--- src/rtl/core_pkg.sv ---
// constants shared by the instruction timing core and its alu
// assumes a 16-bit program word and an 8-bit data memory port
package core_pkg;

	// ========================================
	// word widths and sequencing
	localparam int PC_W = 11; // program address width
	localparam int IW_W = 16; // instruction word width
	localparam int DW_W = 8; // data byte width
	localparam logic [1:0] PHASE_LAST = 2'h3; // four clocks per cycle
	localparam logic [1:0] PHASE_FETCH = 2'h0; // addresses go out
	localparam logic [1:0] PHASE_SAMPLE = 2'h2; // read data taken
	localparam int STACK_DEPTH = 4; // return address slots
	localparam int SP_W = 2; // stack pointer width

	// ========================================
	// instruction word fields
	localparam int OP_HI = 15; // opcode top bit
	localparam int OP_LO = 11; // opcode low bit
	localparam int SEL_HI = 10; // variant or bit index top
	localparam int SEL_LO = 8; // variant or bit index low
	localparam int SEL_DEST = 2; // variant bit for the other destination
	localparam int SEL_CARRY = 1; // variant bit for with-carry forms
	localparam int SEL_DIR = 0; // variant bit: sub, dec or left

	// ========================================
	// reset values and fixed addresses
	localparam logic [PC_W-1:0] PC_RESET = 11'h000; // first fetch
	localparam logic [IW_W-1:0] IR_RESET = 16'h0000; // idle opcode
	localparam logic [DW_W-1:0] ACC_RESET = 8'h00; // accumulator
	localparam logic [DW_W-1:0] PCL_ADDR = 8'h02; // program counter low byte
	localparam logic [2:0] TABLE_PAGE = 3'h7; // table area, high pc bits

	// ========================================
	// opcodes
	localparam logic [4:0] OP_NOP = 5'h00; // no operation
	localparam logic [4:0] OP_MOV_AM = 5'h01; // memory to acc
	localparam logic [4:0] OP_MOV_MA = 5'h02; // acc to memory
	localparam logic [4:0] OP_MOV_AX = 5'h03; // immediate to acc
	localparam logic [4:0] OP_ARITH_M = 5'h04; // add or sub with memory
	localparam logic [4:0] OP_ARITH_X = 5'h05; // add or sub immediate
	localparam logic [4:0] OP_LOGIC_M = 5'h06; // and, or, xor, complement
	localparam logic [4:0] OP_LOGIC_X = 5'h07; // and, or, xor immediate
	localparam logic [4:0] OP_INCDEC = 5'h08; // increment or decrement
	localparam logic [4:0] OP_ROTATE = 5'h09; // rotate left or right
	localparam logic [4:0] OP_SET_BIT = 5'h0a; // set one bit
	localparam logic [4:0] OP_CLR_BIT = 5'h0b; // clear one bit
	localparam logic [4:0] OP_JUMP = 5'h0c; // jump_unconditional
	localparam logic [4:0] OP_CALL = 5'h0d; // subroutine call
	localparam logic [4:0] OP_RET = 5'h0e; // subroutine_return
	localparam logic [4:0] OP_INTERRUPT_RETURN = 5'h0f; // interrupt_return
	localparam logic [4:0] OP_SKIP_Z = 5'h10; // skip if byte zero
	localparam logic [4:0] OP_SKIP_BZ = 5'h11; // skip if bit zero
	localparam logic [4:0] OP_SKIP_BNZ = 5'h12; // skip if bit set
	localparam logic [4:0] OP_SKIP_INC = 5'h13; // increment, skip if zero
	localparam logic [4:0] OP_SKIP_DEC = 5'h14; // decrement, skip if zero
	localparam logic [4:0] OP_TABLE_RD = 5'h15; // read program memory
	localparam logic [4:0] OP_HALT = 5'h16; // enter power down
	localparam logic [4:0] OP_CLR_WDT = 5'h17; // service watchdog

	// logic variants in the low two select bits
	localparam logic [1:0] LOG_AND = 2'h0; // and
	localparam logic [1:0] LOG_OR = 2'h1; // or
	localparam logic [1:0] LOG_XOR = 2'h2; // xor
	localparam logic [1:0] LOG_CPL = 2'h3; // bitwise_complement

endpackage

--- src/rtl/core_alu.sv ---
// combinational byte alu of the instruction timing core
// assumes operands are stable for the whole execute phase
`timescale 1ns/1ns
`default_nettype none

module core_alu
	import core_pkg::*;
(
	input wire logic [4:0] op,
	input wire logic [2:0] sel,
	input wire logic [DW_W-1:0] acc,
	input wire logic [DW_W-1:0] mem,
	input wire logic [DW_W-1:0] imm,
	input wire logic carry_in,
	output logic [DW_W-1:0] result,
	output logic carry_out,
	output logic carry_update,
	output logic zero_update,
	output logic result_zero
);

	// ========================================
	// bit select mask
	logic [DW_W-1:0] mask; // one hot on the addressed bit

	genvar gi;
	generate
		for (gi = 0; gi < DW_W; gi = gi + 1) begin : g_mask
			assign mask[gi] = (sel == 3'(gi));
		end
	endgenerate

	// ========================================
	// operation select
	always_comb begin
		logic [DW_W-1:0] operand_b; // memory or immediate
		logic [DW_W:0] wide; // nine bit sum or difference
		logic cin_term; // carry or borrow brought in
		operand_b = (op == OP_ARITH_X || op == OP_LOGIC_X) ? imm : mem;
		cin_term = sel[SEL_CARRY] & (sel[SEL_DIR] ? ~carry_in : carry_in);
		wide = 9'h000;
		result = mem;
		carry_out = carry_in;
		carry_update = 1'b0;
		zero_update = 1'b0;
		case (op)
			OP_MOV_AX: begin
				result = imm;
			end
			OP_MOV_MA: begin
				result = acc;
			end
			OP_ARITH_M, OP_ARITH_X: begin
				// carry above 255, borrow below 0 clears carry
				if (sel[SEL_DIR]) begin
					wide = {1'b0, acc} - {1'b0, operand_b} - {8'h00, cin_term}; // see RULE_07
					carry_out = ~wide[DW_W];
				end else begin
					wide = {1'b0, acc} + {1'b0, operand_b} + {8'h00, cin_term}; // see RULE_07
					carry_out = wide[DW_W];
				end
				result = wide[DW_W-1:0];
				carry_update = 1'b1;
				zero_update = 1'b1;
			end
			OP_LOGIC_M, OP_LOGIC_X: begin
				case (sel[1:0])
					LOG_AND: result = acc & operand_b;
					LOG_OR: result = acc | operand_b;
					LOG_XOR: result = acc ^ operand_b;
					default: result = ~mem;
				endcase
				zero_update = 1'b1; // see RULE_09
			end
			OP_INCDEC, OP_SKIP_INC, OP_SKIP_DEC: begin
				// exactly one up or down, wrapping in eight bits
				if (sel[SEL_DIR] || op == OP_SKIP_DEC) begin
					result = mem - 8'h01; // see RULE_08
				end else begin
					result = mem + 8'h01; // see RULE_08
				end
				zero_update = (op == OP_INCDEC);
			end
			OP_ROTATE: begin
				// through-carry forms swap the end bit with carry
				if (sel[SEL_DIR]) begin
					result = {mem[DW_W-2:0], sel[SEL_CARRY] ? carry_in : mem[DW_W-1]}; // see RULE_10
					carry_out = sel[SEL_CARRY] ? mem[DW_W-1] : carry_in;
				end else begin
					result = {sel[SEL_CARRY] ? carry_in : mem[0], mem[DW_W-1:1]}; // see RULE_10
					carry_out = sel[SEL_CARRY] ? mem[0] : carry_in;
				end
				carry_update = sel[SEL_CARRY];
			end
			OP_SET_BIT: begin
				result = mem | mask; // see RULE_14
			end
			OP_CLR_BIT: begin
				result = mem & ~mask; // see RULE_14
			end
			default: begin
				result = mem;
			end
		endcase
		result_zero = (result == 8'h00);
	end

endmodule

`default_nettype wire

--- src/rtl/core_sequencer.sv ---
// instruction sequencer and execute stage of an 8-bit core
// assumes program and data memories answer within two clocks
//
// Notes on behaviour
// RULE_01 - most instructions finish in one cycle
// RULE_02 - jump, call, returns, table read take two
// RULE_03 - one instruction cycle is four clocks
// RULE_04 - writing the pc low byte costs one cycle
// RULE_05 - taken skip adds one cycle, else one
// RULE_06 - moves: memory to acc, acc to memory, immediate
// RULE_07 - carry above 255, borrow below zero
// RULE_08 - increment or decrement by exactly one
// RULE_09 - logic results set zero flag when zero
// RULE_10 - rotate one bit, carry forms through carry
// RULE_11 - call saves next address, return resumes there
// RULE_12 - jump loads target, saves nothing
// RULE_13 - skip tests a byte or a bit
// RULE_14 - bit set and clear rewrite other bits unchanged
// RULE_15 - table read fetches program memory into registers
// RULE_16 - halt powers down, watchdog clear instruction
// RULE_17 - discard prefetched word and refetch on redirect
`timescale 1ns/1ns
`default_nettype none

module core_sequencer
	import core_pkg::*;
(
	input wire logic clock,
	input wire logic arst_n,
	input wire logic ce,
	output logic [PC_W-1:0] prog_addr,
	input wire logic [IW_W-1:0] prog_data,
	output logic [DW_W-1:0] dm_addr,
	input wire logic [DW_W-1:0] dm_rdata,
	output logic [DW_W-1:0] dm_wdata,
	output logic dm_we,
	input wire logic wake,
	output logic power_down,
	output logic wdt_clear,
	output logic int_enable,
	output logic [DW_W-1:0] acc,
	output logic flag_zero,
	output logic flag_carry,
	output logic [DW_W-1:0] table_high,
	output logic cycle_start
);

	// ========================================
	// types
	typedef enum logic [3:0] {
		ST_EXEC = 4'b0001, // execute ir, prefetch next
		ST_FLUSH = 4'b0010, // dummy cycle refetching
		ST_TABLE = 4'b0100, // second cycle of table read
		ST_HALT = 4'b1000 // power down, waiting for wake
	} state_t;

	typedef struct packed {
		state_t state; // sequencer state
		logic [1:0] phase; // clock within instruction cycle
		logic [PC_W-1:0] pc; // address of the next fetch
		logic [IW_W-1:0] ir; // instruction being executed
		logic [IW_W-1:0] fetched; // prefetched word
		logic [DW_W-1:0] rd; // operand read from memory
		logic [DW_W-1:0] acc; // accumulator
		logic zero; // zero flag
		logic carry; // carry flag
		logic [DW_W-1:0] table_high; // high byte of last table read
		logic [STACK_DEPTH-1:0][PC_W-1:0] stack; // return addresses
		logic [SP_W-1:0] sp; // next free stack slot
		logic [PC_W-1:0] prog_addr; // program memory address
		logic [DW_W-1:0] dm_addr; // data memory address
		logic [DW_W-1:0] dm_wdata; // data memory write byte
		logic dm_we; // write strobe
		logic wdt_clear; // watchdog service pulse
		logic int_enable; // global interrupt enable
	} core_t;

	localparam core_t CORE_RESET = '{
		state: ST_FLUSH, phase: 2'h0, pc: PC_RESET, ir: IR_RESET,
		fetched: IR_RESET, rd: 8'h00, acc: ACC_RESET, zero: 1'b0,
		carry: 1'b0, table_high: 8'h00, stack: '0, sp: 2'h0,
		prog_addr: PC_RESET, dm_addr: 8'h00, dm_wdata: 8'h00,
		dm_we: 1'b0, wdt_clear: 1'b0, int_enable: 1'b0
	};

	// ========================================
	// reset release
	logic [1:0] rst_pipe; // release synchroniser
	logic rst_n; // synchronised reset

	// two stages so release never lands near an edge
	always_ff @(posedge clock or negedge arst_n) begin
		if (!arst_n) begin
			rst_pipe <= 2'h0;
		end else begin
			rst_pipe <= {rst_pipe[0], 1'b1};
		end
	end
	assign rst_n = rst_pipe[1];

	// ========================================
	// state and decode
	core_t s; // registered state
	core_t n; // next state
	logic [4:0] op; // current opcode
	logic [2:0] sel; // variant or bit index
	logic [DW_W-1:0] opnd; // address or immediate
	logic [DW_W-1:0] alu_result; // alu output byte
	logic alu_carry; // alu carry out
	logic alu_cupd; // carry flag to update
	logic alu_zupd; // zero flag to update
	logic alu_zero; // alu result is zero

	assign op = s.ir[OP_HI:OP_LO];
	assign sel = s.ir[SEL_HI:SEL_LO];
	assign opnd = s.ir[DW_W-1:0];

	core_alu u_alu (
		.op(op),
		.sel(sel),
		.acc(s.acc),
		.mem(s.rd),
		.imm(opnd),
		.carry_in(s.carry),
		.result(alu_result),
		.carry_out(alu_carry),
		.carry_update(alu_cupd),
		.zero_update(alu_zupd),
		.result_zero(alu_zero)
	);

	// ========================================
	// next state
	always_comb begin
		logic to_mem; // result goes to data memory
		logic to_acc; // result goes to accumulator
		logic skip; // skip test passed
		logic redirect; // prefetched word is stale
		to_mem = 1'b0;
		to_acc = 1'b0;
		skip = 1'b0;
		redirect = 1'b0;
		n = s;
		n.dm_we = 1'b0; // strobes last one clock
		n.wdt_clear = 1'b0;

		// four clocks per instruction cycle, frozen in halt
		if (s.state != ST_HALT) begin
			n.phase = s.phase + 2'h1; // see RULE_03
		end

		// fetch and operand addresses go out at phase zero
		if (s.state != ST_HALT && s.phase == PHASE_FETCH) begin
			if (s.state == ST_TABLE) begin
				n.prog_addr = {TABLE_PAGE, s.acc}; // see RULE_15
			end else begin
				n.prog_addr = s.pc;
			end
			n.dm_addr = opnd;
		end

		// read data taken two clocks later
		if (s.state != ST_HALT && s.phase == PHASE_SAMPLE) begin
			if (s.state == ST_TABLE) begin
				n.rd = prog_data[DW_W-1:0]; // see RULE_15
				n.table_high = prog_data[IW_W-1:DW_W];
			end else begin
				n.fetched = prog_data;
				// reading pc low gives this instruction's address
				n.rd = (s.dm_addr == PCL_ADDR) ?
					8'((s.pc - 11'h001) & 11'h0ff) : dm_rdata;
			end
		end

		case (s.state)
			ST_EXEC: begin
				if (s.phase == PHASE_LAST) begin
					// default: single cycle, next word from prefetch
					n.ir = s.fetched; // see RULE_01
					n.pc = s.pc + 11'h001;
					to_mem = (op == OP_MOV_MA) || (op == OP_SET_BIT) ||
						(op == OP_CLR_BIT) ||
						((op == OP_ARITH_M || op == OP_LOGIC_M) &&
						sel[SEL_DEST]) ||
						((op == OP_INCDEC || op == OP_ROTATE ||
						op == OP_SKIP_INC || op == OP_SKIP_DEC) &&
						!sel[SEL_DEST]); // see RULE_06
					to_acc = (op == OP_MOV_AM) || (op == OP_MOV_AX) ||
						(op == OP_ARITH_X) || (op == OP_LOGIC_X) ||
						((op == OP_ARITH_M || op == OP_LOGIC_M) &&
						!sel[SEL_DEST]) ||
						((op == OP_INCDEC || op == OP_ROTATE ||
						op == OP_SKIP_INC || op == OP_SKIP_DEC ||
						op == OP_SKIP_Z) && sel[SEL_DEST]); // see RULE_06
					if (alu_cupd) begin
						n.carry = alu_carry;
					end
					if (alu_zupd) begin
						n.zero = alu_zero; // see RULE_09
					end
					if (to_acc) begin
						n.acc = alu_result;
					end
					if (to_mem) begin
						if (opnd == PCL_ADDR) begin
							// new low byte acts as a direct jump
							n.pc = {s.pc[PC_W-1:DW_W], alu_result}; // see RULE_04
							redirect = 1'b1;
						end else begin
							n.dm_we = 1'b1;
							n.dm_wdata = alu_result;
						end
					end
					case (op)
						OP_SKIP_Z, OP_SKIP_INC, OP_SKIP_DEC: begin
							skip = alu_zero; // see RULE_13
						end
						OP_SKIP_BZ: begin
							skip = ~s.rd[sel]; // see RULE_13
						end
						OP_SKIP_BNZ: begin
							skip = s.rd[sel]; // see RULE_13
						end
						OP_JUMP: begin
							n.pc = s.ir[PC_W-1:0]; // see RULE_12
							redirect = 1'b1; // see RULE_02
						end
						OP_CALL: begin
							// pc already points past the call
							n.stack[s.sp] = s.pc; // see RULE_11
							n.sp = s.sp + 2'h1;
							n.pc = s.ir[PC_W-1:0];
							redirect = 1'b1; // see RULE_02
						end
						OP_RET, OP_INTERRUPT_RETURN: begin
							n.sp = s.sp - 2'h1;
							n.pc = s.stack[s.sp - 2'h1]; // see RULE_11
							redirect = 1'b1; // see RULE_02
							if (op == OP_INTERRUPT_RETURN) begin
								n.int_enable = 1'b1;
							end
						end
						OP_TABLE_RD: begin
							// keep ir and pc, prefetch stays valid
							n.ir = s.ir;
							n.pc = s.pc;
							n.state = ST_TABLE; // see RULE_02
						end
						OP_HALT: begin
							n.state = ST_HALT; // see RULE_16
						end
						OP_CLR_WDT: begin
							n.wdt_clear = 1'b1; // see RULE_16
						end
						default: begin
						end
					endcase
					if (skip) begin
						// step over the prefetched word too
						n.pc = s.pc + 11'h001; // see RULE_05
						redirect = 1'b1;
					end
					if (redirect) begin
						// stale prefetch dropped, one dummy cycle
						n.ir = IR_RESET; // see RULE_17
						n.state = ST_FLUSH;
					end
				end
			end
			ST_FLUSH: begin
				if (s.phase == PHASE_LAST) begin
					n.ir = s.fetched; // see RULE_17
					n.pc = s.pc + 11'h001;
					n.state = ST_EXEC;
				end
			end
			ST_TABLE: begin
				if (s.phase == PHASE_LAST) begin
					// low byte to the addressed register, dropped when that is pc low
					if (opnd != PCL_ADDR) begin
						n.dm_we = 1'b1; // see RULE_15
						n.dm_wdata = s.rd;
					end
					n.ir = s.fetched;
					n.pc = s.pc + 11'h001;
					n.state = ST_EXEC;
				end
			end
			ST_HALT: begin
				// clock gating left to the system, we only wait
				n.phase = 2'h0;
				if (wake) begin
					n.state = ST_EXEC; // see RULE_16
				end
			end
			default: begin
				n.state = ST_FLUSH;
			end
		endcase
	end

	// ========================================
	// state register, frozen while ce is low
	always_ff @(posedge clock or negedge rst_n) begin
		if (!rst_n) begin
			s <= CORE_RESET;
		end else if (ce) begin
			s <= n;
		end
	end

	// ========================================
	// outputs
	assign prog_addr = s.prog_addr;
	assign dm_addr = s.dm_addr;
	assign dm_wdata = s.dm_wdata;
	assign dm_we = s.dm_we;
	assign power_down = (s.state == ST_HALT);
	assign wdt_clear = s.wdt_clear;
	assign int_enable = s.int_enable;
	assign acc = s.acc;
	assign flag_zero = s.zero;
	assign flag_carry = s.carry;
	assign table_high = s.table_high;
	assign cycle_start = (s.phase == PHASE_FETCH) && (s.state != ST_HALT);

endmodule

`default_nettype wire
--- config.mk ---
export PLATFORM = sky130hd
export DESIGN_NAME = core_sequencer
export DESIGN_NICKNAME = d
export VERILOG_FILES = /design/src/rtl/core_pkg.sv /design/src/rtl/core_alu.sv /design/src/rtl/core_sequencer.sv
export SDC_FILE = /design/constraint.sdc
export NUM_CORES = 1
export LEC_CHECK = 0
export ABC_AREA = 0
export BUFFER_PORTS_ARGS = -buffer_cell sky130_fd_sc_hd__clkbuf_2
export CAP_MARGIN = 20
export CORE_MARGIN = 3
export CORE_UTILIZATION = 60
export DETAILED_ROUTE_END_ITERATION = 6
export GPL_TIMING_DRIVEN = 0
export PLACE_DENSITY = 0.89
export SYNTH_ARGS = -nofsm -noshare
export SYNTH_HDL_FRONTEND = slang
export SYNTH_HIERARCHICAL = 1
export SYNTH_SLANG_ARGS = --single-unit
--- constraint.sdc ---
create_clock -name clock -period 5.57 [get_ports clock]
set_input_delay 1.114 -clock clock [delete_from_list [all_inputs] [get_ports clock]]
set_output_delay 1.114 -clock clock [all_outputs]
set_load 0.1 [all_outputs]
==> implementation parameters, run 1 <==
Parameter                              Value

Outcome
  Run status ... finished, violations left
  Violations in the final reports ... design-rule violations, negative setup slack

Place
  Last weighted congestion value of the routability-driven placer ... 0.988
  Detailed placement HPWL ... 21.4 mm
  Placed Instance Area ... 11100 µm²
  Post-placement worst setup slack ... -0.972 ns
  Number of port buffers ... 77

Synthesis
  Number of synthesized flops with an enable pin ... 0
  FFs w/ async S/R, synth ... 1.00
  Main flop type after synthesis ... sky130_fd_sc_hd__dfrtp_1
  Main combinational cell family by area after synthesis ... multiplexers
  Arithmetic-cell share of the synthesized area counting full adders, half adders and majority gates ... 0.0619
  Share of the synthesized area in compound gates (AO/OA/AOI/OAI) ... 0.155
  Yosys warnings ... 6
  Mapped cell area ... 10400 µm²
  Proportion of synthesized area in mux cells ... 0.184
  Register bit count reported by yosys ... 153
  Xor-xnor portion of the synthesized cell area ... 0.0236
  Net count of the mapped netlist ... 1105
  Simple-gate share of the synthesized area ... 0.120
  Fraction of the yosys area taken by sequential cells ... 0.368
  Post-Synthesis Mean Instance Area ... 10.1 µm²
  Library cells used by synthesis ... 84
  Instance count of the mapped netlist ... 1028

Timing
  Final-report max-slew violation count ... 0
  RSZ-0062 raised after global routing ... yes
  Final hold violations ... 0
  Final sum of negative setup slack ... -3.85 ns
  Post-route clock period utilization ... 1.04
  Final setup margin ... -0.214 ns
  Min Tclk post-route ... 5.78 ns
  FMAX ... 173 MHz
  Number of failing setup endpoints in the final timing report ... 27
  Slew at the pin closest to its max-slew limit ... 0.970 ns
  Max Clock Skew ... 0.0173 ns
  Slew headroom ... 0.353

Global route
  Vias in the first global route ... 9229
  Overall global routing resource usage ... 0.343
  Global-route congestion overflow total ... 0
  Pin count of the biggest net entering global routing ... 71
  Initial antenna violation count ... 0
  First-pass GRT wire length ... 49.1 mm

Final layout
  Layout area overhead ... 19.6%
  Final design area excluding fillers ... 12400 µm²
  Layout cell share with drive strength beyond 1 ... 0.334
  Net count of the finished layout ... 1248
  Final standard cell utilization of the core ... 0.742
  # diodes ... 0

Critical path
  Critical Path Most Common Cell ... sky130_fd_sc_hd__buf_6
  Critical Setup Path Class ... flip-flop to flip-flop
  Largest fanout of any net on the critical path ... 10
  CP max stage delay ... 0.58 ns
  Critical Path AT ... 6.15 ns
  Required time at the worst-slack endpoint ... 5.94 ns
  Max stage delay cell, worst path ... sky130_fd_sc_hd__or4_4
  Setup crit end kind ... flip-flop
  Worst setup SP type ... flip-flop

Power and ir drop
  Total Power Consumption ... 7.85 mW
  Leakage power of the design ... 5.70 nW
  Worst ir drop on vdd ... 0.413 mV
  Power density of the placed cells ... 631 nW/µm²

Clock tree
  Number of buffers added by the clock tree synthesis step ... 17
  Clock-pin slew on the worst setup and hold paths ... 0.07 ns
  Clock latency on the worst-skew pair ... 0.44 ns
  Clk sinks ... 153
  Maximum clock path buffer count ... 2
  CTS tree ... done
  Max H-tree Level ... 4
  Number of buffers inserted for hold repair after clock tree synthesis ... 0
  Root Buffer Master ... sky130_fd_sc_hd__clkbuf_16

Job
  Maximum capacitance violations ... 0

Die
  Number of ports placed on the die boundary ... 78
  Number of placement rows ... 47
  Die boundary height ... 138 µm
  Starting density of the core ... 0.620
  Die outline area ... 18900 µm²
  Floorplan Core Area ... 16800 µm²
  Die Wd ... 138 µm

Drt
  Drt pass-1 iters ... 7
  Mean number of vias per cell ... 6.85
  Routed via count ... 9623
  Total detailed-routing wirelength ... 34.4 mm
  Number of DRC markers after the initial detailed-route iteration ... 1942
  Remaining antenna violation count after routing ... 0
  DRC ... 83
  Routed wirelength normalized by instance count ... 24.5 µm

Worst hold path
  Path class of the lowest-slack min-delay path ... flip-flop to asynchronous set/reset pin
==> placed cells by master (no fill, tap or decap), drive strengths merged, types with 26 or more instances in the layout <==
cell | Yosys | layout
dfrtp | 152 | 152
buf | 74 | 120
clkbuf | 24 | 120
mux2 | 86 | 86
nor2 | 73 | 73
inv | 66 | 71
nand2 | 65 | 65
o21ai | 61 | 61
a21oi | 51 | 51
mux2i | 48 | 48
ha | 45 | 45
a22o | 26 | 26
==> what timing repair did <==
| item | CTS | global route |
|---|---|---|
| buffers inserted | 19 | 26 |
| gates cloned | 1 | 1 |
| endpoints found under the setup margin | 31 | 31 |
| pin swaps | 11 | 26 |
| resized for setup | 31 | 43 |
==> final timing paths <==
kind / cells after the start / startpoint / endpoint / slack [ns]
worst max-delay path: 26 / op[2] / s[141] / -0.21
worst min-delay path: 0 / rst_pipe[1] / table_high[3] / 0.28
worst max register to register: 26 / op[2] / s[141] / -0.21
worst min register to register: 0 / rst_pipe[1] / table_high[3] / 0.28
max in group asynchronous: 1 / rst_pipe[1] / s[148] / 4.58
min in group clock: 0 / rst_pipe[0] / rst_pipe[1] / 0.36
==> metrics by stage <==
step                      hold slack (ns)  cells
after floorplan                     0.331   1028
after global placement              0.340   1325
after detailed placement            0.293   1328
after CTS                           0.304   1379
after global routing                0.326   1404
final                               0.283   1404
==> power breakdown <==
part	switching [mW]	internal, mW
Clock	0.508	0.635
Sequential	0.512	1.38
Combinational	3.00	1.81
Total	4.02	3.83
==> flip-flops by register name (all words and copies together) (netlist names), 5 cells and up <==
| signal | cells |
|---|---|
| acc | 8 |
| dm_addr | 8 |
| dm_wdata | 8 |
| op | 5 |
| opnd | 8 |
| prog_addr | 11 |
| s | 90 |
| table_high | 8 |
==> final cells by class <==
class,instances,area [µm²]
inverters,66,248
multi-input cells,711,5990
fillers,996,4320
clock buffers,18,439
well taps,220,275
repair buffers,127,847
clock inverters,14,138
flip-flops and latches,153,3840
plain buffers,95,657
==> synth_stat cells (all sizes together) (3+ instances only) <==
master     n  area share
dfrtp    152        0.37
mux2      86       0.093
buf       74       0.053
nor2      73       0.027
inv       66       0.024
nand2     65       0.024
o21ai     61       0.030
a21oi     51       0.027
mux2i     48       0.049
ha        45       0.054
a22o      26       0.022
clkbuf    24      0.0087
nand3     22       0.012
mux4      19       0.043
xnor2     19       0.016
nor3      16      0.0082
o211ai    12      0.0087
o22ai     12      0.0072
nand2b    10      0.0060
o32ai     10      0.0084
a22oi      9      0.0065
nor2b      9      0.0054
xor2       9      0.0076
a211oi     8      0.0070
and3       8      0.0048
nor4       8      0.0069
a21o       7      0.0051
nor3b      6      0.0043
nor4b      6      0.0051
a31oi      5      0.0030
a2111oi    4      0.0052
fa         4      0.0077
or4        4      0.0029
nand4      3      0.0018
o21a       3      0.0022
o221ai     3      0.0025
or3        3      0.0018
==> routing by layer <==
layer  track usage  wire [µm]  vias up
met4         0.223       2720        0
met5             0          0        -
li1              -          -     3971
met3        0.0836       3720      273
met1         0.410      11800     4579
met2         0.553      16100      800
==> worst max-delay path, delay by kind of cell (launching register included) <==
kind | cells | cell delay (ns)
flops | 1 | 0.52
compound gates | 9 | 1.33
mux | 1 | 0.27
buf+inv | 6 | 0.88
fa+ha+maj | 2 | 0.69
xor+xnor | 1 | 0.18
simple gates | 7 | 1.82
==> cells by family after synthesis <==
kind of cell	after synthesis
AOI/OAI and AO/OA	234
xor gates and xnor gates	28
adders and majority gates	49
buffers and inverters	164
DFF	153
muxes	153
other	1
and+or+nand+nor	246
Note: power is estimated with default switching activity, not from simulation.
==> inputs of run 2 (changes only) <==
--- a/config.mk
+++ b/config.mk
@@ -8,7 +8,7 @@
 export ABC_AREA = 0
 export BUFFER_PORTS_ARGS = -buffer_cell sky130_fd_sc_hd__clkbuf_2
 export CAP_MARGIN = 20
-export CORE_MARGIN = 3
+export CORE_MARGIN = 2
 export CORE_UTILIZATION = 60
 export DETAILED_ROUTE_END_ITERATION = 6
 export GPL_TIMING_DRIVEN = 0
==> run 2 against run 1 <==
Compared with the run above: the flow finishes with violations (negative setup slack); total power decreased by 1.9%; die area decreased by 2.9%; maximum frequency increased by 2.3%; utilization decreased by 2.3 points; flip-flop and latch count unchanged; via count decreased by 3.1%; final cell count about the same; sequential share of layout area increased by 0.33 points; setup slack improved by 0.13 ns; combinational power decreased by 3%; highest routed layer unchanged.
==> implementation parameters, run 2 (synthesized netlist as in run 1, its figures left out) <==
Parameter                              Value

Drt
  Routed via count ... 9329 (-3.1%)
  Total detailed-routing wirelength ... 32.0 mm (-6.8%)
  DRC ... 0 (-100%)
  Remaining antenna violation count after routing ... 0 (unchanged)
  Mean number of vias per cell ... 6.65 (-3.0%)
  Number of DRC markers after the initial detailed-route iteration ... 1478 (-24%)
  Routed wirelength normalized by instance count ... 22.8 µm (-6.7%)
  Drt pass-1 iters ... 7 (unchanged)

Critical path
  Critical Path AT ... 6.02 ns (-0.13 ns)
  RR Startpoint ... s[126]
  Required time at the worst-slack endpoint ... 5.94 ns (about the same)
  Max stage delay cell, worst path ... sky130_fd_sc_hd__or4_4
  Critical Path Most Common Cell ... sky130_fd_sc_hd__buf_4
  Reg2Reg Setup Slack ... -0.08 ns (+0.13 ns)
  Worst setup SP type ... flip-flop
  Critical path launch point ... s[126]
  CP max stage delay ... 0.57 ns (about the same)
  Capture instance of the worst register-to-register path ... s[126]
  Setup crit end kind ... flip-flop
  Setup crit end ... s[126]
  Cells on worst reg2reg path ... 25 (-3.8%)
  Critical Setup Path Class ... flip-flop to flip-flop
  Largest fanout of any net on the critical path ... 10 (unchanged)

Timing
  Number of failing setup endpoints in the final timing report ... 23 (-15%)
  Min Tclk post-route ... 5.65 ns (-0.132 ns)
  Final hold violations ... 0 (unchanged)
  Slew headroom ... 0.200 (-0.154)
  Post-route clock period utilization ... 1.01 (-0.0237)
  RSZ-0062 raised after global routing ... yes
  Max Clock Skew ... 0.00795 ns (-0.00935 ns)
  Final sum of negative setup slack ... -1.28 ns (+2.57 ns)
  Slew at the pin closest to its max-slew limit ... 1.18 ns (+0.214 ns)
  Final setup margin ... -0.0823 ns (+0.132 ns)
  Worst hold slack after final layout ... 0.207 ns (-0.0765 ns)
  FMAX ... 177 MHz (+2.3%)
  Final-report max-slew violation count ... 0 (unchanged)

Clock tree
  Number of buffers inserted for hold repair after clock tree synthesis ... 0 (unchanged)
  CTS tree ... done
  Max H-tree Level ... 4 (unchanged)
  Maximum clock path buffer count ... 2 (unchanged)
  Clk sinks ... 153 (unchanged)
  Clock-pin slew on the worst setup and hold paths ... 0.06 ns (about the same)
  Number of buffers added by the clock tree synthesis step ... 17 (unchanged)
  Root Buffer Master ... sky130_fd_sc_hd__clkbuf_16
  Clock latency on the worst-skew pair ... 0.44 ns (about the same)

Die
  Die boundary height ... 136 µm (-1.5%)
  Starting density of the core ... 0.607 (-0.0129)
  Die outline area ... 18400 µm² (-2.9%)
  Number of ports placed on the die boundary ... 78 (unchanged)
  Die Wd ... 136 µm (-1.5%)
  Number of placement rows ... 48 (+2.1%)
  Floorplan Core Area ... 17100 µm² (+2.1%)

Final layout
  Most frequent standard cell in the layout excluding fill and tap cells ... sky130_fd_sc_hd__dfrtp_1
  Layout area overhead ... 18.4%
  Post-Layout Cell Count ... 1403 (-0.071%)
  Number of flip-flops in the largest register ... 90 (unchanged)
  Layout cell share with drive strength beyond 1 ... 0.334 (-0.000843)
  Net count of the finished layout ... 1242 (-0.48%)
  Most used cells in the layout excluding fill and tap cells ... 145 x sky130_fd_sc_hd__dfrtp_1, 87 x sky130_fd_sc_hd__buf_4, 84 x sky130_fd_sc_hd__mux2_2
  # diodes ... 0 (unchanged)
  Register with the most flip-flops ... s

Place
  Last weighted congestion value of the routability-driven placer ... 0.974 (-1.4%)
  Total placed cells including tap cells ... 1332 (+0.30%)
  Number of port buffers ... 77 (unchanged)
  Detailed placement HPWL ... 20.8 mm (-2.7%)
  Post-placement worst setup slack ... -0.853 ns (+0.120 ns)

Power and ir drop
  Combinational group share of total power ... 0.608 (-0.005)
  Cell Int Power ... 3.81 mW (-0.38%)
  Clk pwr share ... 0.152 (+0.006)
  Switching power share of the total ... 0.505 (-0.00736)
  Power density of the placed cells ... 626 nW/µm² (-0.83%)
  Net Switching ... 3.89 mW (-3.3%)
  Part of the power in registers ... 0.240 (about the same)
  Leakage power of the design ... 5.67 nW (-0.57%)
  Total Power Consumption ... 7.70 mW (-1.9%)
  Worst ir drop on vdd ... 0.430 mV (+4.2%)

Global route
  First-pass GRT wire length ... 48.1 mm (-2.2%)
  Initial antenna violation count ... 0 (unchanged)
  Global-route congestion overflow total ... 0 (unchanged)
  Pin count of the biggest net entering global routing ... 71 (unchanged)
  Vias in the first global route ... 8792 (-4.7%)
  Overall global routing resource usage ... 0.343 (about the same)

Job
  Maximum capacitance violations ... 0 (unchanged)

Outcome
  Violations in the final reports ... negative setup slack
  Run status ... finished, violations left

Worst hold path
  Path class of the lowest-slack min-delay path ... flip-flop to asynchronous set/reset pin
run 2: changes by cell type in the layout (fill, tap and decap cells not counted), moves of 2 or more:
| cell | previous run | this run |
|---|---|---|
| sky130_fd_sc_hd__a21oi_1 | 46 | 44 |
| sky130_fd_sc_hd__a31oi_2 | 1 | 3 |
| sky130_fd_sc_hd__o32ai_2 | 2 | 6 |
| sky130_fd_sc_hd__o21ai_1 | 4 | 2 |
| sky130_fd_sc_hd__buf_6 | 16 | 14 |
| sky130_fd_sc_hd__clkinvlp_4 | 5 | 2 |
| sky130_fd_sc_hd__a21oi_2 | 2 | 4 |
| sky130_fd_sc_hd__o21ai_0 | 55 | 57 |
| sky130_fd_sc_hd__o32ai_4 | 6 | 1 |
| sky130_fd_sc_hd__a31oi_1 | 3 | 1 |
| sky130_fd_sc_hd__inv_6 | 5 | 3 |
| sky130_fd_sc_hd__buf_8 | 3 | 0 |
run 2: power by group through the flow:
| stage | sequential [mW] | clock, mW | combinational, mW |
|---|---|---|---|
| 2_1_floorplan | 1.65 | 0 | 3.30 |
| 4_1_cts | 1.82 | 1.17 | 4.29 |
| 3_5_place_dp | 1.85 | 0 | 4.07 |
| 6_report | 1.85 | 1.17 | 4.68 |
| 3_3_place_gp | 1.85 | 0 | 3.95 |
| 5_1_grt | 1.86 | 1.23 | 4.94 |
run 2: area by class of cell:
| class | count | area [µm²] |
|---|---|---|
| fill | 1132 | 4810 |
| sequential | 153 | 3840 |
| tap | 225 | 282 |
| clock inverter | 12 | 141 |
| buffer | 94 | 627 |
| timing repair buffer | 122 | 772 |
| clock buffer | 20 | 457 |
| multi-input combinational | 711 | 5940 |
| inverter | 66 | 248 |
run 2: worst max-delay path, delay by kind of cell, from the launching register on:
| family | cells | cell delay, ns |
|---|---|---|
| AND/OR/NAND/NOR | 6 | 1.41 |
| AO/OA/AOI/OAI | 8 | 1.40 |
| buffers and inverters | 7 | 1.18 |
| adder cells (fa/ha/maj) | 2 | 0.81 |
| flip-flops | 1 | 0.44 |
| XOR/XNOR | 2 | 0.32 |
run 2: routing by layer:
layer  wire length (µm)  GRT usage  up-vias  part of all wire
li1                   -          -     3953                 -
met1              11500      0.423     4491              0.36
met2              15000      0.559      675              0.47
met3               3260     0.0726      210              0.10
met4               2240      0.201        0             0.070
met5                  0          0        -                 0
run 2: metrics by stage:
| step | utilization | cell area (µm²) |
|---|---|---|
| CTS | 0.699 | 12000 |
| floorplan | - | 10400 |
| global route | 0.719 | 12300 |
| global placement | 0.646 | 11100 |
| finish | 0.719 | 12300 |
| detailed placement | 0.650 | 11100 |
run 2: repair_timing:
action,in CTS,in global routing
resized for setup,28,35
endpoints found under the setup margin,31,31
buffers inserted,18,22
cloned,1,1
pin swaps,16,22
run 2: worst min path at each step:
stage	endpoint	depth (start not counted)
floorplan	rst_pipe[1]	0
global placement	rst_pipe[1]	0
detailed placement	s[147]	0
CTS	s[147]	0
global route	s[147]	0
finish	s[147]	0
